$ cat config.mk
export PLATFORM = sky130hd
export DESIGN_NAME = watchdog_and_reset_flags
export DESIGN_NICKNAME = d
export VERILOG_FILES = /design/src/pkg/wdt_pkg.sv /design/src/verilog/wdt_tick_sync.sv /design/src/verilog/watchdog_and_reset_flags.sv
export SDC_FILE = /design/constraint.sdc
export NUM_CORES = 1
export LEC_CHECK = 0
export ABC_AREA = 1
export BUFFER_PORTS_ARGS = -buffer_cell sky130_fd_sc_hd__buf_4
export CAP_MARGIN = 20
export CORE_ASPECT_RATIO = 2
export CORE_MARGIN = 1.5
export CORE_UTILIZATION = 45
export CTS_CLUSTER_DIAMETER = 60
export DETAILED_ROUTE_END_ITERATION = 8
export PLACE_DENSITY = 0.69
export SETUP_SLACK_MARGIN = 0.1
export SYNTH_ARGS = -nofsm -noshare
export SYNTH_HDL_FRONTEND = slang
export SYNTH_HIERARCHICAL = 1
export SYNTH_SLANG_ARGS = --single-unit
$ cat constraint.sdc
create_clock -name core_clk -period 2.1 [get_ports core_clk]
set_clock_uncertainty 0.15 [all_clocks]
set_input_delay 0.21 -clock core_clk [delete_from_list [all_inputs] [get_ports core_clk]]
set_output_delay 0.21 -clock core_clk [all_outputs]
set_load 0.01 [all_outputs]
$ cat src/pkg/wdt_pkg.sv
package wdt_pkg;

    ////////////////////////////////////////////////////////////////////////
    // register bus
    localparam int ADDR_W = 8;
    localparam int DATA_W = 8;

    localparam logic [ADDR_W-1:0] WDT_CTRL_OFFSET = 8'h60;
    localparam logic [ADDR_W-1:0] RST_STATUS_OFFSET = 8'h64;

    ////////////////////////////////////////////////////////////////////////
    // watchdog_control fields
    localparam int CE_BIT = 4;
    localparam int EN_BIT = 3;
    localparam int PSEL_LSB = 0;
    localparam int PSEL_W = 3;
    localparam int CTRL_RSVD_W = 3;
    localparam logic [DATA_W-1:0] CTRL_RESET_VALUE = 8'h00;
    localparam logic [PSEL_W-1:0] PSEL_RESET_VALUE = 3'h0;

    ////////////////////////////////////////////////////////////////////////
    // reset_cause_status fields
    localparam int FLAG_W = 5;
    localparam int TEST_PORT_FLAG_BIT = 4;
    localparam int WATCHDOG_FLAG_BIT = 3;
    localparam int BROWNOUT_FLAG_BIT = 2;
    localparam int EXTERNAL_FLAG_BIT = 1;
    localparam int POWER_ON_FLAG_BIT = 0;
    localparam int STATUS_RSVD_W = DATA_W - FLAG_W;
    localparam logic [FLAG_W-1:0] FLAGS_POWER_ON_VALUE = 5'h01;

    ////////////////////////////////////////////////////////////////////////
    // timing
    localparam int CE_WINDOW_W = 3;
    localparam logic [CE_WINDOW_W-1:0] CE_WINDOW_CYCLES = 3'h4;
    localparam int TIMEOUT_BASE_CYCLES = 16384;
    localparam int CNT_W = 21;

    ////////////////////////////////////////////////////////////////////////
    // carriers
    typedef struct packed {
        logic [ADDR_W-1:0] addr;
        logic [DATA_W-1:0] wdata;
        logic wr;
        logic rd;
    } reg_req_s;

    typedef struct packed {
        logic test_port;
        logic brownout;
        logic external_pin;
    } reset_src_s;

endpackage

$ cat src/verilog/wdt_tick_sync.sv
`timescale 1ns/100ps

// brings the watchdog oscillator into the core domain and marks each rising edge
module wdt_tick_sync (
    // clock and reset
    input wire logic core_clk,
    input wire logic rstn,
    // oscillator level
    input wire logic osc_in,
    // one-cycle pulse per oscillator rising edge
    output logic tick
);

    logic meta_q;
    logic sync_q;
    logic prev_q;

    // first stage feeds only the second stage
    always_ff @(posedge core_clk) begin
        if (!rstn) begin
            meta_q <= 1'b0;
            sync_q <= 1'b0;
            prev_q <= 1'b0;
        end else begin
            meta_q <= osc_in;
            sync_q <= meta_q;
            prev_q <= sync_q;
        end
    end

    assign tick = sync_q & ~prev_q;

endmodule

$ cat src/verilog/watchdog_and_reset_flags.sv
// The plain strobed port was left to the implementer.
`timescale 1ns/100ps

// How it works
// - test-port reset sets flag; power-on or zero clears
// - watchdog reset sets flag; power-on or zero clears
// - brown-out reset sets flag; power-on or zero clears
// - external reset sets flag; power-on or zero clears
// - power-on sets flag; only writing zero clears
// - control bits seven to five read zero
// - change-enable self-clears four cycles after set
// - enable clears only while change-enable is one
// - prescaler changes only inside change-enable window
// - writing enable one always enables watchdog
// - higher safety level keeps watchdog always enabled
// - timeout is 16K times two to select
// - expiry without restart resets the chip
// - restart, disable or chip reset clear counter
// - timeout gives a one-cycle reset pulse
// - higher safety level reads enable as one
module watchdog_and_reset_flags (
    // clock and power-on reset
    input wire logic core_clk,
    input wire logic rstn,
    // chip reset held by any source, clears the watchdog
    input wire logic chip_reset,
    // register port
    input wire wdt_pkg::reg_req_s reg_req,
    output logic [wdt_pkg::DATA_W-1:0] reg_rdata,
    // configuration and processor
    input wire logic safety_level_fuse,
    input wire logic watchdog_restart_instruction,
    // watchdog oscillator level
    input wire logic wdt_osc_clk,
    // reset sources other than power-on and watchdog
    input wire wdt_pkg::reset_src_s reset_src,
    // watchdog results
    output logic wdt_reset_pulse,
    output logic wdt_enabled
);

    ////////////////////////////////////////////////////////////////////////
    // declarations

    logic wr_ctrl;
    logic wr_status;
    logic rd_ctrl;
    logic rd_status;

    logic wdata_ce;
    logic wdata_en;
    logic [wdt_pkg::PSEL_W-1:0] wdata_psel;
    logic open_request;

    logic [wdt_pkg::CE_WINDOW_W-1:0] window_q;
    logic window_open;

    logic en_q;
    logic [wdt_pkg::PSEL_W-1:0] psel_q;
    logic en_effective;

    logic osc_tick;
    logic [wdt_pkg::CNT_W-1:0] count_q;
    logic [wdt_pkg::CNT_W:0] limit_full;
    logic [wdt_pkg::CNT_W-1:0] terminal;
    logic expire;
    logic pulse_q;

    logic [wdt_pkg::FLAG_W-1:0] flags_q;
    logic [wdt_pkg::FLAG_W-1:0] flags_set;
    logic [wdt_pkg::FLAG_W-1:0] flags_keep;

    logic [wdt_pkg::DATA_W-1:0] ctrl_view;
    logic [wdt_pkg::DATA_W-1:0] status_view;
    logic [wdt_pkg::DATA_W-1:0] rdata_q;

    ////////////////////////////////////////////////////////////////////////
    // address decode

    assign wr_ctrl = reg_req.wr && (reg_req.addr == wdt_pkg::WDT_CTRL_OFFSET);
    assign wr_status = reg_req.wr && (reg_req.addr == wdt_pkg::RST_STATUS_OFFSET);
    assign rd_ctrl = reg_req.rd && (reg_req.addr == wdt_pkg::WDT_CTRL_OFFSET);
    assign rd_status = reg_req.rd && (reg_req.addr == wdt_pkg::RST_STATUS_OFFSET);

    assign wdata_ce = reg_req.wdata[wdt_pkg::CE_BIT];
    assign wdata_en = reg_req.wdata[wdt_pkg::EN_BIT];
    assign wdata_psel = reg_req.wdata[wdt_pkg::PSEL_LSB +: wdt_pkg::PSEL_W];

    // both ones in one write start the timed sequence, whatever enable held
    assign open_request = wr_ctrl && wdata_ce && wdata_en;

    ////////////////////////////////////////////////////////////////////////
    // change-enable window

    assign window_open = (window_q != '0);

    // a repeated opening write reloads the full window
    always_ff @(posedge core_clk) begin
        if (!rstn) begin
            window_q <= '0;
        end else if (chip_reset) begin
            window_q <= '0;
        end else if (open_request) begin
            window_q <= wdt_pkg::CE_WINDOW_CYCLES;
        end else if (wr_ctrl && window_open) begin
            // the second step of the sequence ends the window at once
            window_q <= '0;
        end else if (window_open) begin
            window_q <= window_q - 1'b1;
        end
    end

    ////////////////////////////////////////////////////////////////////////
    // enable bit

    always_ff @(posedge core_clk) begin
        if (!rstn) begin
            en_q <= wdt_pkg::CTRL_RESET_VALUE[wdt_pkg::EN_BIT];
        end else if (chip_reset) begin
            en_q <= wdt_pkg::CTRL_RESET_VALUE[wdt_pkg::EN_BIT];
        end else if (open_request) begin
            // enable was written one, so it stays or becomes one
            en_q <= 1'b1;
        end else if (wr_ctrl && wdata_en) begin
            en_q <= 1'b1;
        end else if (wr_ctrl && window_open) begin
            en_q <= 1'b0;
        end
    end

    // the fuse overrides any disable sequence
    assign en_effective = en_q | safety_level_fuse;

    ////////////////////////////////////////////////////////////////////////
    // prescaler select

    // changes outside the window are dropped silently
    always_ff @(posedge core_clk) begin
        if (!rstn) begin
            psel_q <= wdt_pkg::PSEL_RESET_VALUE;
        end else if (chip_reset) begin
            psel_q <= wdt_pkg::PSEL_RESET_VALUE;
        end else if (wr_ctrl && window_open && !open_request) begin
            psel_q <= wdata_psel;
        end
    end

    ////////////////////////////////////////////////////////////////////////
    // oscillator crossing

    // the oscillator is far slower than the core clock, so each of its
    // rising edges shows as one tick after a two-stage synchroniser
    wdt_tick_sync u_tick_sync (
        .core_clk(core_clk),
        .rstn(rstn),
        .osc_in(wdt_osc_clk),
        .tick(osc_tick)
    );

    ////////////////////////////////////////////////////////////////////////
    // timeout counter

    assign limit_full = (wdt_pkg::CNT_W + 1)'(wdt_pkg::TIMEOUT_BASE_CYCLES) << psel_q;
    assign terminal = wdt_pkg::CNT_W'(limit_full - 1'b1);

    // greater-or-equal: a shorter period chosen mid-count expires on the next tick
    assign expire = en_effective && osc_tick && (count_q >= terminal);

    always_ff @(posedge core_clk) begin
        if (!rstn) begin
            count_q <= '0;
        end else if (chip_reset || !en_effective || watchdog_restart_instruction) begin
            count_q <= '0;
        end else if (expire) begin
            count_q <= '0;
        end else if (osc_tick) begin
            count_q <= count_q + 1'b1;
        end
    end

    // the reset generator starts its delay on the falling edge of this pulse
    always_ff @(posedge core_clk) begin
        if (!rstn) begin
            pulse_q <= 1'b0;
        end else begin
            pulse_q <= expire;
        end
    end

    assign wdt_reset_pulse = pulse_q;
    assign wdt_enabled = en_effective;

    ////////////////////////////////////////////////////////////////////////
    // reset cause flags

    always_comb begin
        flags_set = '0;
        flags_set[wdt_pkg::TEST_PORT_FLAG_BIT] = reset_src.test_port;
        flags_set[wdt_pkg::WATCHDOG_FLAG_BIT] = pulse_q;
        flags_set[wdt_pkg::BROWNOUT_FLAG_BIT] = reset_src.brownout;
        flags_set[wdt_pkg::EXTERNAL_FLAG_BIT] = reset_src.external_pin;
    end

    // a written zero clears a flag, a written one leaves it alone
    assign flags_keep = wr_status ? reg_req.wdata[wdt_pkg::FLAG_W-1:0] : '1;

    // these flags ignore chip_reset, so the cause survives the reset it made;
    // a set in the same cycle as a clear wins
    always_ff @(posedge core_clk) begin
        if (!rstn) begin
            flags_q <= wdt_pkg::FLAGS_POWER_ON_VALUE;
        end else begin
            flags_q <= (flags_q & flags_keep) | flags_set;
        end
    end

    ////////////////////////////////////////////////////////////////////////
    // read path

    always_comb begin
        ctrl_view = '0;
        ctrl_view[wdt_pkg::CE_BIT] = window_open;
        ctrl_view[wdt_pkg::EN_BIT] = en_effective;
        ctrl_view[wdt_pkg::PSEL_LSB +: wdt_pkg::PSEL_W] = psel_q;
    end

    assign status_view = {{wdt_pkg::STATUS_RSVD_W{1'b0}}, flags_q};

    // read data stands only in the cycle after the strobe; unmapped reads zero
    always_ff @(posedge core_clk) begin
        if (!rstn) begin
            rdata_q <= '0;
        end else if (rd_ctrl) begin
            rdata_q <= ctrl_view;
        end else if (rd_status) begin
            rdata_q <= status_view;
        end else begin
            rdata_q <= '0;
        end
    end

    assign reg_rdata = rdata_q;

endmodule

==> impl_metrics.json <==
{
  "routed_wl_um": 5170,
  "ir_worst_vdd_mv": 0.541,
  "hold_path.class": "input pin to register",
  "yosysSeqAreaShare_pct": 39.0,
  "fin_area_um2": 2740,
  "ys_ff_latch": 42,
  "initial_core_util_pct": 46.9,
  "fillers": 436,
  "avgSynthCellArea_um2": 7.07,
  "clock-sinks": 42,
  "yosysWarnings": 6,
  "drv_cap": 0,
  "drt-pass1-iter-count": 4,
  "final_common_cell": "nand2_1",
  "path_cells": "buf_6 -> nor3_2 -> ha_1 -> nand2_1 -> nor2_2 -> nand2_1 -> nor2_2 -> nand2_1 -> nand3_2 -> nand2_2 -> nand2_4 -> clkbuf_16 -> nor2_1",
  "r2r_cells": 13,
  "cts.clk_slew.worst_paths_ns": 0.07,
  "antenna_left": 0,
  "fp-row-count": 35,
  "root_buffer": "clkbuf_8",
  "worstSetupPathType": "register to register",
  "fin_setup_tns_ns": 0,
  "gr-total-overflow": 0,
  "viasPerCell": 5.06,
  "slew_violations": 0,
  "drt_iter0_markers": 44,
  "antenna_found_initial": 0,
  "max_stage_delay_ns": 0.38,
  "crit_path_frequent_cell": "nand2_1",
  "r2r_slack_ns": 0.1,
  "ys_types": 22,
  "clockBufferDepth": 2,
  "drcViolationCount": 0,
  "wire_per_inst_um": 12.8,
  "crit_slowest_cell": "dfxtp_4",
  "max_slew_margin_pct": 66.6,
  "grt_pass1_vias": 1953,
  "syn_area_um2": 2160,
  "via_count": 2049,
  "arrival_ns": 2.05,
  "coreArea_um2": 4600,
  "worstSetupStartpointType": "register",
  "setup_violations": 0,
  "total_leakage_power_nw": 1.11,
  "clk_latency_ns": 0.30,
  "h-tree-depth": 2,
  "synth_cells": 305,
  "place_hpwl_um": 3780,
  "synth_top_area_cell": "dfxtp_1",
  "finalHoldViolCount": 0,
  "post-route-min-period_ns": 2.00,
  "pwr-share-comb_pct": 5.8,
  "p_switching_mw": 0.317,
  "yosysTopAreaCellShare_pct": 39.0,
  "timing.fmax_mhz": 499,
  "swShare_pct": 20.9,
  "drive_gt1_share_pct": 23.1,
  "dieArea_um2": 5240,
  "grtUsageTotal_pct": 21.4,
  "worstPathRequired_ns": 2.15,
  "seqPwrFrac_pct": 52.8,
  "crit_fanout": 6,
  "worstMarginPinSlew_ns": 0.497,
  "holdPathEnd": "flags_q[4]",
  "ioPinCount": 37,
  "syn_to_final_growth_pct": 26.9,
  "final_cell_mix": "nand2_1 (65), dfxtp_1 (39), inv_1 (38), nor2_1 (35), buf_4 (35)",
  "cts_tree": "yes",
  "grt_max_degree": 13,
  "synth_area_leaders": "dfxtp_1 (39%), nand2_1 (11%), nor2_1 (8.4%)",
  "rr_endpoint": "count_q[19]",
  "reg2reg_from": "psel_q[2]",
  "cts_made_buffers": 5,
  "portBuffers": 30,
  "hp-start": "reset_src[2]",
  "outcome": "finished, final reports clean",
  "place_area_um2": 2440,
  "end_kind": "register",
  "die_y_um": 101,
  "dieWidth_um": 52.0,
  "place.gp.congestion": 0.858,
  "final.period_utilization_pct": 95.4,
  "clkPwrFrac_pct": 41.4,
  "fin_nets": 386,
  "worst_slack_ns": 0.0961,
  "pwr_density_cell_nw_per_um2": 555,
  "antenna_cells": 0,
  "grt_pass1_wl_um": 8370,
  "pre_cts_ws_ns": 0.0327,
  "p_int_mw": 1.20,
  "rsz0062_at_grt": "true",
  "hold_depth": 3
}
final cells by class:
class / count / area, µm² / share of cell area, %
well taps: 55 / 68.8 / 2.51
inverters: 39 / 146 / 5.35
multi-input cells: 218 / 1190 / 43.6
clock buffers: 7 / 76.3 / 2.79
clock inverters: 1 / 30.0 / 1.10
repair buffers: 43 / 370 / 13.5
flip-flops and latches: 42 / 852 / 31.1
metal layers:
metal  wire length [µm]  share of wire (%)  GRT usage, %
met1               1690                 33          19.6
met2               3100                 60          41.9
met3                154                3.0          3.56
met4                236                4.6          11.3
met5                  0                  0             0
cells in the mapped netlist, drive strengths merged:
library cell and instances:
a21oi 20, and3 1, buf 5, clkbuf 3, conb 1, dfxtp 42
ha 10, inv 39, mux2i 1, nand2 68, nand3 22, nand4 5
nor2 58, nor3 5, o21ai 6, or2 1, xnor2 6, xor2 12
flip-flops by register name, summed over array words and instances (netlist names), 3 cells and up:
name and cells:
flags_q 5, psel_q 3, reg_rdata 5, count_q 21
window_q 3
through the flow:
stage / instances / hold slack, ns / utilization (%) / total power [mW]
6_report: 405 / 0.0112 / 59.5 / 1.52
3_5_place_dp: 387 / 0.251 / 53.0 / 0.902
2_1_floorplan: 307 / 0.129 / - / 0.859
3_3_place_gp: 387 / 0.239 / 53.0 / 0.900
5_1_grt: 405 / 0.0109 / 59.5 / 1.57
4_1_cts: 399 / 0.00672 / 56.3 / 1.53
worst max-delay path, delay by kind of cell, from the launching register on:
kind,cells,cell delay [ns]
flip-flops,1,0.38
adder cells (fa/ha/maj),1,0.27
buffers and inverters,2,0.27
AND/OR/NAND/NOR,10,0.84
power by group through the flow:
stage                     combinational (mW)  sequential, mW  clock [mW]
after floorplan                       0.0351           0.824           0
after global placement                0.0754           0.824           0
after detailed placement              0.0768           0.825           0
after CTS                             0.0829           0.806       0.639
after global routing                  0.0973           0.803       0.669
final                                 0.0887           0.802       0.629
cell families (layout without fill, tap and decap cells):
logic type	after synthesis	count (layout)	share of synthesized area, %
simple gates	160	160	31.8
buf+inv	47	90	9.40
flops	42	42	39.0
compound gates	26	26	6.03
xor+xnor	18	18	7.31
fa+ha+maj	10	10	5.80
other cells	1	3	0.174
mux	1	1	0.464
worst max-delay path by stage:
stage                          from           to  slack [ns]
after detailed placement  psel_q[2]   count_q[0]        0.03
after global placement    psel_q[2]   count_q[3]        0.07
after floorplan           psel_q[2]   count_q[0]        0.16
after global routing      psel_q[2]  count_q[10]       0.003
after CTS                 psel_q[2]   count_q[0]        0.10
final                     psel_q[2]  count_q[19]         0.1
timing repair:
| action | 4_1_cts | 5_1_grt |
|---|---|---|
| hold endpoints to repair | 5 | 0 |
| setup buffers | 0 | 4 |
| cloned | 0 | 2 |
| endpoints found under the setup margin | 21 | 21 |
| hold buffers | 4 | 0 |
| pin swaps | 0 | 4 |
| gates resized for setup | 3 | 30 |
Note: power is estimated with default switching activity, not from simulation.
